==> src/cia_pkg.sv <==
// Constants and carrier types for the CPU interrupt acceptance block.
// Assumes a single 25 MHz clock domain and an AXI4-Lite register master.
package cia_pkg;
  // ==========================================================
  // Register map (byte addresses)
  localparam logic [4:0] CIA_CTRL_OFS  = 5'h00;
  localparam logic [4:0] CIA_MATCH_OFS = 5'h04;
  localparam logic [4:0] CIA_SP_OFS    = 5'h08;
  localparam logic [4:0] CIA_PORT_OFS  = 5'h0C;
  localparam logic [4:0] CIA_STAT_OFS  = 5'h10;
  localparam logic [4:0] CIA_MASK_OFS  = 5'h14;
  localparam logic [31:0] CIA_SP_RST   = 32'h00000000;
  localparam logic [1:0]  CIA_OKAY     = 2'h0;
  localparam logic [1:0]  CIA_SLVERR   = 2'h2;
  // ==========================================================
  // Field positions
  localparam int CIA_CTRL_MEN    = 0;
  localparam int CIA_CTRL_SPODD  = 1;
  localparam int CIA_PORT_NMIBIT = 5;
  localparam int CIA_ST_NMI      = 0;
  localparam int CIA_ST_MATCH    = 1;
  localparam int CIA_ST_RALL     = 2;
  localparam int CIA_ST_W        = 3;
  // ==========================================================
  // Timing and instruction windows
  localparam int CIA_CLK_NS      = 40;
  localparam int CIA_NMI_MIN_NS  = 300;
  localparam int CIA_NMI_MIN_CYC = 2 + (CIA_NMI_MIN_NS + CIA_CLK_NS - 1) / CIA_CLK_NS;
  localparam logic [2:0] CIA_BLK_ICR    = 3'h7;
  localparam logic [2:0] CIA_BLK_IFLAG  = 3'h3;
  localparam logic [2:0] CIA_BLK_CPULVL = 3'h3;
  // ==========================================================
  // Carriers
  typedef struct packed {
    logic        awvalid;
    logic [4:0]  awaddr;
    logic        wvalid;
    logic [31:0] wdata;
    logic [3:0]  wstrb;
    logic        bready;
    logic        arvalid;
    logic [4:0]  araddr;
    logic        rready;
  } cia_axi_req_type;
  typedef struct packed {
    logic        awready;
    logic        wready;
    logic        bvalid;
    logic [1:0]  bresp;
    logic        arready;
    logic        rvalid;
    logic [31:0] rdata;
    logic [1:0]  rresp;
  } cia_axi_rsp_type;
  typedef struct packed {
    logic instr_done;
    logic clr_req;
    logic lower_lvl;
    logic set_iflag;
    logic lower_cpu_lvl;
    logic routine_entry;
    logic icr_write;
    logic in_routine;
    logic in_nmi;
    logic ret_req;
    logic fast_int;
  } cia_cpu_evt_type;
  typedef enum logic [2:0] {
    CIA_IDLE = 3'h0,
    CIA_SEL  = 3'h1,
    CIA_READ = 3'h3,
    CIA_LOAD = 3'h2,
    CIA_RET  = 3'h6
  } cia_rst_state_type;
endpackage : cia_pkg

==> src/cia_top.sv <==
// CPU interrupt acceptance: NMI pin, address match, stack pointer, flag restore.
// Assumes all inputs synchronous to ref_clk_i; CPU events are one-cycle pulses except the in_routine, in_nmi and fast_int levels.
//
// Decided for this implementation: the register offsets and the AXI4-Lite slave port.
`timescale 1ns/1ps
module cia_top (
  input  wire logic                     ref_clk_i,
  input  wire logic                     rst_i,
  input  wire cia_pkg::cia_axi_req_type axi_req_i,
  output cia_pkg::cia_axi_rsp_type      axi_rsp_o,
  input  wire logic                     nmi_n_i,
  input  wire cia_pkg::cia_cpu_evt_type cpu_evt_i,
  input  wire logic                     fetch_valid_i,
  input  wire logic [23:0]              fetch_addr_i,
  input  wire logic [15:0]              stack_flag_i,
  input  wire logic [15:0]              saved_flag_i,
  output logic                          nmi_req_o,
  output logic                          match_req_o,
  output logic [31:0]                   sp_o,
  output logic [15:0]                   flag_o,
  output logic                          sel_int_stack_o,
  output logic                          read_flag_o,
  output logic                          flag_src_saved_o,
  output logic                          ret_go_o,
  output logic                          irq_o
);
  import cia_pkg::*;

  function automatic logic [31:0] strb_merge(input logic [31:0] old_v,
                                             input logic [31:0] new_v,
                                             input logic [3:0]  strb);
    logic [31:0] m;
    m = {{8{strb[3]}}, {8{strb[2]}}, {8{strb[1]}}, {8{strb[0]}}};
    return (old_v & ~m) | (new_v & m);
  endfunction : strb_merge

  // ==========================================================
  // Register bus
  logic              bvalid_reg;
  logic [1:0]        bresp_reg;
  logic              rvalid_reg;
  logic [31:0]       rdata_reg;
  logic [1:0]        rresp_reg;
  logic              men_reg;
  logic [23:0]       match_reg;
  logic [31:0]       sp_reg;
  logic [CIA_ST_W-1:0] stat_reg;
  logic [CIA_ST_W-1:0] mask_reg;
  logic              nmi_q_reg;
  logic              nmi_qq_reg;
  logic              nmi_req_reg;
  logic              match_req_reg;
  logic [2:0]        blk_reg;
  logic              need_reg;
  logic [15:0]       flag_reg;
  cia_rst_state_type st_reg;
  cia_rst_state_type st_next;

  wire wr_fire = axi_req_i.awvalid & axi_req_i.wvalid & ~bvalid_reg;
  wire rd_fire = axi_req_i.arvalid & ~rvalid_reg;
  wire [4:0] wa = axi_req_i.awaddr;
  wire [4:0] ra = axi_req_i.araddr;
  wire wr_ctrl  = wr_fire & (wa == CIA_CTRL_OFS);
  wire wr_match = wr_fire & (wa == CIA_MATCH_OFS);
  wire wr_sp    = wr_fire & (wa == CIA_SP_OFS);
  wire wr_stat  = wr_fire & (wa == CIA_STAT_OFS);
  wire wr_mask  = wr_fire & (wa == CIA_MASK_OFS);
  wire wr_ok    = wr_ctrl | wr_match | wr_sp | wr_stat | wr_mask | (wa == CIA_PORT_OFS);

  wire [31:0] ctrl_rd = {30'h0, sp_reg[0], men_reg};
  wire [31:0] port_rd = {26'h0, nmi_n_i, 5'h0};
  wire        rd_ok   = (ra == CIA_CTRL_OFS) | (ra == CIA_MATCH_OFS) | (ra == CIA_SP_OFS)
                      | (ra == CIA_PORT_OFS) | (ra == CIA_STAT_OFS) | (ra == CIA_MASK_OFS);
  wire [31:0] rd_mux  = (ra == CIA_CTRL_OFS)  ? ctrl_rd :
                        (ra == CIA_MATCH_OFS) ? {8'h0, match_reg} :
                        (ra == CIA_SP_OFS)    ? sp_reg :
                        (ra == CIA_PORT_OFS)  ? port_rd :
                        (ra == CIA_STAT_OFS)  ? {29'h0, stat_reg} :
                        (ra == CIA_MASK_OFS)  ? {29'h0, mask_reg} : 32'h00000000;

  wire [31:0] ctrl_w  = strb_merge(32'h0, axi_req_i.wdata, axi_req_i.wstrb);
  wire [31:0] match_w = strb_merge({8'h0, match_reg}, axi_req_i.wdata, axi_req_i.wstrb);
  wire [31:0] sp_w    = strb_merge(sp_reg, axi_req_i.wdata, axi_req_i.wstrb);
  wire [31:0] mask_w  = strb_merge({29'h0, mask_reg}, axi_req_i.wdata, axi_req_i.wstrb);

  always_ff @(posedge ref_clk_i or posedge rst_i) begin
    if (rst_i) begin
      bvalid_reg <= 1'b0;
      bresp_reg  <= CIA_OKAY;
      rvalid_reg <= 1'b0;
      rdata_reg  <= 32'h00000000;
      rresp_reg  <= CIA_OKAY;
    end else begin
      if (wr_fire) begin
        bvalid_reg <= 1'b1;
        bresp_reg  <= wr_ok ? CIA_OKAY : CIA_SLVERR;
      end else if (axi_req_i.bready) begin
        bvalid_reg <= 1'b0;
      end
      if (rd_fire) begin
        rvalid_reg <= 1'b1;
        rdata_reg  <= rd_mux;
        rresp_reg  <= rd_ok ? CIA_OKAY : CIA_SLVERR;
      end else if (axi_req_i.rready) begin
        rvalid_reg <= 1'b0;
      end
    end
  end

  always_comb begin
    axi_rsp_o         = '0;
    axi_rsp_o.awready = wr_fire;
    axi_rsp_o.wready  = wr_fire;
    axi_rsp_o.bvalid  = bvalid_reg;
    axi_rsp_o.bresp   = bresp_reg;
    axi_rsp_o.arready = rd_fire;
    axi_rsp_o.rvalid  = rvalid_reg;
    axi_rsp_o.rdata   = rdata_reg;
    axi_rsp_o.rresp   = rresp_reg;
  end

  // ==========================================================
  // Configuration and stack pointer
  always_ff @(posedge ref_clk_i or posedge rst_i) begin
    if (rst_i) begin
      men_reg   <= 1'b0;
      match_reg <= 24'h000000;
      sp_reg    <= CIA_SP_RST;
      mask_reg  <= '0;
    end else begin
      if (wr_ctrl) men_reg <= ctrl_w[CIA_CTRL_MEN];
      if (wr_match) match_reg <= match_w[23:0];
      if (wr_sp) sp_reg <= sp_w;
      if (wr_mask) mask_reg <= mask_w[CIA_ST_W-1:0];
    end
  end
  // Used as is, even before software loads it; early NMI may run away
  assign sp_o = sp_reg;
  a_sp_reset_zero: assert property (@(posedge ref_clk_i) disable iff (rst_i)
    $past(rst_i) |-> sp_reg == CIA_SP_RST) else $error("sp not zero after reset");
  a_sp_follows: assert property (@(posedge ref_clk_i) disable iff (rst_i)
    wr_sp |=> sp_o == $past(sp_w)) else $error("sp not taken as written");
  // Odd value is only reported; software keeps it even
  a_sp_odd_flag: assert property (@(posedge ref_clk_i) disable iff (rst_i)
    (rd_fire && ra == CIA_CTRL_OFS) |=> rdata_reg[CIA_CTRL_SPODD] == $past(sp_reg[0]))
    else $error("odd flag differs from sp");
  a_port_pin_read: assert property (@(posedge ref_clk_i) disable iff (rst_i)
    (rd_fire && ra == CIA_PORT_OFS) |=> rdata_reg[CIA_PORT_NMIBIT] == $past(nmi_n_i))
    else $error("port read differs from pin");

  // ==========================================================
  // NMI pin: edge detect, no gating except mask_reg on irq_o
  // Two-sample filter rejects glitches; legal pulses are far longer
  wire nmi_fall = nmi_qq_reg & ~nmi_q_reg & ~nmi_n_i;
  always_ff @(posedge ref_clk_i or posedge rst_i) begin
    if (rst_i) begin
      nmi_q_reg   <= 1'b1;
      nmi_qq_reg  <= 1'b1;
      nmi_req_reg <= 1'b0;
    end else begin
      nmi_q_reg   <= nmi_n_i;
      nmi_qq_reg  <= nmi_q_reg;
      nmi_req_reg <= nmi_fall;
    end
  end
  // First instruction after reset is left unprotected; the source keeps quiet
  assign nmi_req_o = nmi_req_reg;
  // Pin edge is never gated, so every fall must surface
  a_nmi_always_req: assert property (@(posedge ref_clk_i) disable iff (rst_i)
    nmi_fall |=> nmi_req_o ##1 !nmi_req_o) else $error("nmi edge not requested");
  a_nmi_latched: assert property (@(posedge ref_clk_i) disable iff (rst_i)
    nmi_req_o |-> stat_reg[CIA_ST_NMI]) else $error("nmi request not in status");

  // ==========================================================
  // Address match with suppression windows
  wire [2:0] blk_load = cpu_evt_i.clr_req | cpu_evt_i.lower_lvl ? CIA_BLK_ICR :
                        cpu_evt_i.set_iflag ? CIA_BLK_IFLAG :
                        cpu_evt_i.lower_cpu_lvl ? CIA_BLK_CPULVL : 3'h0;
  wire [2:0] blk_dec  = (cpu_evt_i.instr_done && blk_reg != 3'h0) ? blk_reg - 3'h1 : blk_reg;
  wire match_hit  = fetch_valid_i & men_reg & (fetch_addr_i == match_reg);
  wire match_fire = match_hit & (blk_reg == 3'h0) & ~cpu_evt_i.routine_entry;

  always_ff @(posedge ref_clk_i or posedge rst_i) begin
    if (rst_i) begin
      blk_reg       <= 3'h0;
      match_req_reg <= 1'b0;
    end else begin
      blk_reg       <= (blk_load > blk_dec) ? blk_load : blk_dec;
      match_req_reg <= match_fire;
    end
  end
  assign match_req_o = match_req_reg;

  a_entry_no_match: assert property (@(posedge ref_clk_i) disable iff (rst_i)
    cpu_evt_i.routine_entry |=> !match_req_o) else $error("match at routine entry");
  a_clear_window: assert property (@(posedge ref_clk_i) disable iff (rst_i)
    (cpu_evt_i.clr_req || cpu_evt_i.lower_lvl) |=> blk_reg == CIA_BLK_ICR)
    else $error("clear window not seven");
  a_iflag_window: assert property (@(posedge ref_clk_i) disable iff (rst_i)
    (cpu_evt_i.set_iflag && blk_dec <= 3'h3 && !cpu_evt_i.clr_req && !cpu_evt_i.lower_lvl)
    |=> blk_reg == CIA_BLK_IFLAG) else $error("iflag window not three");
  a_cpu_lvl_window: assert property (@(posedge ref_clk_i) disable iff (rst_i)
    (cpu_evt_i.lower_cpu_lvl && blk_dec <= 3'h3 && !cpu_evt_i.clr_req && !cpu_evt_i.lower_lvl)
    |=> blk_reg == CIA_BLK_CPULVL) else $error("level window not three");
  a_window_blocks: assert property (@(posedge ref_clk_i) disable iff (rst_i)
    (blk_reg != 3'h0) |-> ##1 !match_req_o) else $error("match inside window");
  // Each retired instruction spends one slot of the window
  a_window_count: assert property (@(posedge ref_clk_i) disable iff (rst_i)
    (cpu_evt_i.instr_done && blk_reg != 3'h0 && blk_load == 3'h0)
    |=> blk_reg == $past(blk_reg) - 3'h1) else $error("window not counted down");
  a_match_fires: assert property (@(posedge ref_clk_i) disable iff (rst_i)
    (match_hit && blk_reg == 3'h0 && !cpu_evt_i.routine_entry) |=> match_req_o && stat_reg[1])
    else $error("match not raised");

  // ==========================================================
  // Status, mask and interrupt; a set wins over a clear
  wire [CIA_ST_W-1:0] st_set;
  wire [CIA_ST_W-1:0] st_clr;
  assign st_set[CIA_ST_NMI]   = nmi_fall;
  assign st_set[CIA_ST_MATCH] = match_fire;
  assign st_set[CIA_ST_RALL]  = cpu_evt_i.icr_write & cpu_evt_i.in_nmi;
  assign st_clr = wr_stat ? ctrl_w[CIA_ST_W-1:0] : '0;

  always_ff @(posedge ref_clk_i or posedge rst_i) begin
    if (rst_i) stat_reg <= '0;
    else stat_reg <= (stat_reg & ~st_clr) | st_set;
  end
  assign irq_o = |(stat_reg & mask_reg);

  a_restore_all: assert property (@(posedge ref_clk_i) disable iff (rst_i)
    (cpu_evt_i.icr_write && cpu_evt_i.in_nmi) |=> stat_reg[CIA_ST_RALL])
    else $error("nmi rewrite not latched");
  a_stat_set_wins: assert property (@(posedge ref_clk_i) disable iff (rst_i)
    (nmi_fall && wr_stat) |=> stat_reg[CIA_ST_NMI]) else $error("clear beat nmi event");
  // Restore-all stays until software clears it
  a_rall_sticky: assert property (@(posedge ref_clk_i) disable iff (rst_i)
    (stat_reg[CIA_ST_RALL] && !st_clr[CIA_ST_RALL]) |=> stat_reg[CIA_ST_RALL])
    else $error("restore-all lost");

  // ==========================================================
  // Flag restore sequence ahead of the return
  wire rall = stat_reg[CIA_ST_RALL];
  always_comb begin
    st_next = st_reg;
    case (st_reg)
      CIA_IDLE: if (cpu_evt_i.ret_req) st_next = (need_reg | rall) ? CIA_SEL : CIA_RET;
      CIA_SEL:  st_next = CIA_READ;
      CIA_READ: st_next = CIA_LOAD;
      CIA_LOAD: st_next = CIA_RET;
      CIA_RET:  st_next = CIA_IDLE;
      default:  st_next = CIA_IDLE;
    endcase
  end

  always_ff @(posedge ref_clk_i or posedge rst_i) begin
    if (rst_i) begin
      st_reg   <= CIA_IDLE;
      need_reg <= 1'b0;
      flag_reg <= 16'h0000;
    end else begin
      st_reg <= st_next;
      if (cpu_evt_i.icr_write && cpu_evt_i.in_routine) need_reg <= 1'b1;
      else if (st_reg == CIA_RET) need_reg <= 1'b0;
      if (st_reg == CIA_LOAD) flag_reg <= cpu_evt_i.fast_int ? saved_flag_i : stack_flag_i;
    end
  end
  assign sel_int_stack_o  = (st_reg == CIA_SEL);
  assign read_flag_o      = (st_reg == CIA_READ);
  assign flag_src_saved_o = cpu_evt_i.fast_int;
  assign ret_go_o         = (st_reg == CIA_RET);
  assign flag_o           = flag_reg;

  a_restore_need: assert property (@(posedge ref_clk_i) disable iff (rst_i)
    (st_reg == CIA_IDLE && cpu_evt_i.ret_req && need_reg) |=> sel_int_stack_o ##1 read_flag_o)
    else $error("restore skipped");
  // Nothing pending: return goes out at once
  a_restore_skip: assert property (@(posedge ref_clk_i) disable iff (rst_i)
    (st_reg == CIA_IDLE && cpu_evt_i.ret_req && !need_reg && !rall) |=> ret_go_o)
    else $error("plain return delayed");
  a_need_clear: assert property (@(posedge ref_clk_i) disable iff (rst_i)
    (st_reg == CIA_RET && !(cpu_evt_i.icr_write && cpu_evt_i.in_routine)) |=> !need_reg)
    else $error("restore need not cleared");
  a_restore_order: assert property (@(posedge ref_clk_i) disable iff (rst_i)
    sel_int_stack_o |=> read_flag_o ##1 (st_reg == CIA_LOAD) ##1 ret_go_o)
    else $error("restore order broken");
  a_restore_load: assert property (@(posedge ref_clk_i) disable iff (rst_i)
    (st_reg == CIA_LOAD) |=> flag_o == $past(cpu_evt_i.fast_int ? saved_flag_i : stack_flag_i))
    else $error("flag word not loaded");
  a_flag_hold: assert property (@(posedge ref_clk_i) disable iff (rst_i)
    (st_reg != CIA_LOAD) |=> $stable(flag_o)) else $error("flag changed outside load");
endmodule : cia_top

==> config.mk <==
export PLATFORM = sky130hd
export DESIGN_NAME = cia_top
export DESIGN_NICKNAME = d
export VERILOG_FILES = /design/src/cia_pkg.sv /design/src/cia_top.sv
export SDC_FILE = /design/constraint.sdc
export NUM_CORES = 1
export LEC_CHECK = 0
export BUFFER_PORTS_ARGS = -buffer_cell sky130_fd_sc_hd__buf_2
export CORE_MARGIN = 2
export CORE_UTILIZATION = 50
export CTS_CLUSTER_SIZE = 40
export DETAILED_ROUTE_END_ITERATION = 16
export PLACE_DENSITY = 0.81
export SYNTH_ARGS = -nofsm -noshare
export SYNTH_HDL_FRONTEND = slang
export SYNTH_SLANG_ARGS = --single-unit
==> constraint.sdc <==
create_clock -name ref_clk_i -period 4.5 [get_ports ref_clk_i]
set_input_delay 0.45 -clock ref_clk_i [delete_from_list [all_inputs] [get_ports ref_clk_i]]
set_output_delay 0.45 -clock ref_clk_i [all_outputs]
set_load 0.005 [all_outputs]
==> impl_metrics.toml <==
[outcome]
status = "complete, no violations"

[routing]
avgViaCountPerCell = 5.44
drc = 0
drtIter0Drc = 309
antenna_left = 0
routed-via-count = 4732
wirelength_mm = 15.4
drt_pass1_iterations = 5
wl_per_cell_um = 17.7

[pwr]
powerDensity_nw_per_um2 = 448
power_mw = 3.41
power.leakage_nw = 4.07
ir_drop_v = 0.000326

[cts]
clk_pin_slew_ps = 50
postCtsSetupRepairBufs = 0
cts.htree.levels = 4
clock_path_buffers = 2
cts_inserted_buffers = 17
cts_root_buffer = "clkbuf_16"
cts_num_sinks = 126
cts_tree = "yes"
clkLatencyLatePin_ps = 410
hold_buffers = 0
ctsResizeCount = 0

[sta]
drv_slew = 0
worstMarginPinSlew_ps = 1240
skew_ps = 5.43
finalCritPeriodShare_pct = 58.9
hold_viol_final = 0
setup_slack_ps = 1850
holdWs_ps = 111
slew_headroom_pct = 16.9
rsz0062_at_grt = "no"
clock.fmax_ghz = 0.377
setup_tns_ps = 0
finalSetupViolations = 0
final.min_clock_period_ps = 2650

[placed_design]
place_ws_ps = 1830
gp_congestion = 0.825
hpwl_mm = 11.6
io_buffer_count = 215
placed_cell_area_sq_um = 7000
dp_cells = 837

[floorplan]
core_area_sq_um = 11400
die_h_um = 112
std_cell_rows = 39
die_w_um = 112
start_util_pct = 51.2
dieArea_sq_um = 12600
ioPinCount = 218

[synth]
syn-cell-area_sq_um = 5840
synth-seq-cells = 126
ys_types = 49
ys_top_cells_by_area = "dfrtp_1 53%, mux2_2 10%, xor2_1 3.4%"
yosysTopAreaCell = "dfrtp_1"
ys_seq_area_share_pct = 54.0
synthAdderAreaFrac_pct = 1.07
async_flop_share_pct = 100
ys_warn_count = 0
avgSynthCellArea_sq_um = 11.6
yosysTopAreaCellShare_pct = 53.1
synth_top_family_by_area = "multiplexers"
synth_compound_area_share_pct = 9.47
synth-simple-area-share_pct = 12.2
syn_inst = 503
synth_flop_cell = "dfrtp_1"
muxShareOfSynthArea_pct = 15.5
synth_edf_count = 0
synthXorXnorAreaFrac_pct = 3.75

[grt]
track_usage_pct = 25.5
grt_pass1_vias = 4879
overflow = 0
grt_first_pass_wirelength_mm = 25.0
grt_start_max_net_pins = 61
antenna_found_initial = 2

[critical_path]
cp_max_fo = 5
r2r_end = "blk_reg[0]"
crit_type = "reg2reg"
end_kind = "register"
crit_path_frequent_cell = "ha_1"
cp-startpoint = "blk_reg[0]"
arrival_ps = 2940
cp.buffers_inverters = 1
slowest_stage = "a32oi_1"
r2r_cells = 11
cp.depth = 11
r2r_start = "blk_reg[0]"
cp_cell_sequence = "inv_1 > ha_1 > ha_1 > nand2b_1 > nor2_1 > a21oi_1 > ha_1 > nor2b_1 > o21ai_0 > a32oi_1 > mux2_2"
slowest_delay_ps = 390
r2r_slack_ps = 1850
crit_required_ps = 4790
crit_end = "blk_reg[0]"
startpoint_type = "register"
cpLargestDelayFamily = "adder cells"

[final_layout]
final_common_cell = "buf_2"
layout.nets = 840
final_core_util_pct = 66.6
fin_cells = 870
final_cell_mix = "215 x buf_2, 124 x dfrtp_1, 53 x mux2_2"
drive_gt1_share_pct = 45.5
final_area_sq_um = 7610
area_growth_pct = 30.3

[worst_hold_path]
hold_path.class = "in2async"

[flow_run]
maxCapViolCount = 0
[how the worst min path moves through the flow]
stage | startpoint | end | cells past startpoint
2_1_floorplan | nmi_q_reg | nmi_qq_reg | 0
3_3_place_gp | nmi_q_reg | nmi_qq_reg | 0
3_5_place_dp | nmi_q_reg | nmi_qq_reg | 0
4_1_cts | rst_i | rvalid_reg | 2
5_1_grt | nmi_n_i | nmi_q_reg | 1
6_report | rst_i | rvalid_reg | 2
[Yosys cell counts (3+ instances only)]
cell        n
nor2b_1     5
nor3b_2     3
a22o_1      3
a21oi_1    24
mux2i_1    19
dfrtp_1   124
a211oi_1    3
nand4b_2    3
clkbuf_1   13
nand3_1    10
mux2_4      8
o21ai_0    23
nor3b_1     4
mux2_2     53
buf_4      10
o31ai_1     3
ha_1        5
nor2_1     23
nor3_1      6
xor2_1     23
a22oi_1    21
inv_1      15
nand2b_1    3
o21ai_1     3
buf_2       4
nand2_1    50
nor4_1     11
a31oi_1     4
[layer usage]
metal / track usage [%] / vias up / part of all wire, %
met2: 44.1 / 210 / 51
met1: 29.5 / 2287 / 37
li1: - / 2201 / -
met3: 7.88 / 32 / 9.0
met5: 0 / - / 0.071
met4: 11.1 / 2 / 2.6
[worst register-to-register path, stage by stage (launching register included)]
cell,delay (ps)
dfrtp_1,370
inv_1,50
ha_1,200
ha_1,190
nand2b_1,220
nor2_1,120
a21oi_1,70
ha_1,310
nor2b_1,120
o21ai_0,100
a32oi_1,390
mux2_2,390
[cells by family after synthesis]
family                   count (synthesis)
other                                    1
adder cells (fa/ha/maj)                  5
flip-flops                             126
XOR/XNOR                                25
AO/OA/AOI/OAI                           90
AND/OR/NAND/NOR                        129
buffers and inverters                   47
multiplexers                            80
[final cells by class]
type / instances / area (sq um)
Tap cell: 143 / 179
Clock inverter: 10 / 136
Antenna cell: 1 / 2.50
Fill cell: 895 / 3810
Inverter: 17 / 67.6
Multi-Input combinational cell: 331 / 2480
Sequential cell: 126 / 3160
Timing Repair Buffer: 220 / 1110
Clock buffer: 22 / 474
[power by group]
part           total [mW]  switching [mW]  internal (mW)
sequential           1.38          0.0996           1.28
clock                1.39           0.477          0.912
combinational       0.634           0.343          0.290
total                3.41           0.920           2.49
Power figures use the tool's default switching activity.
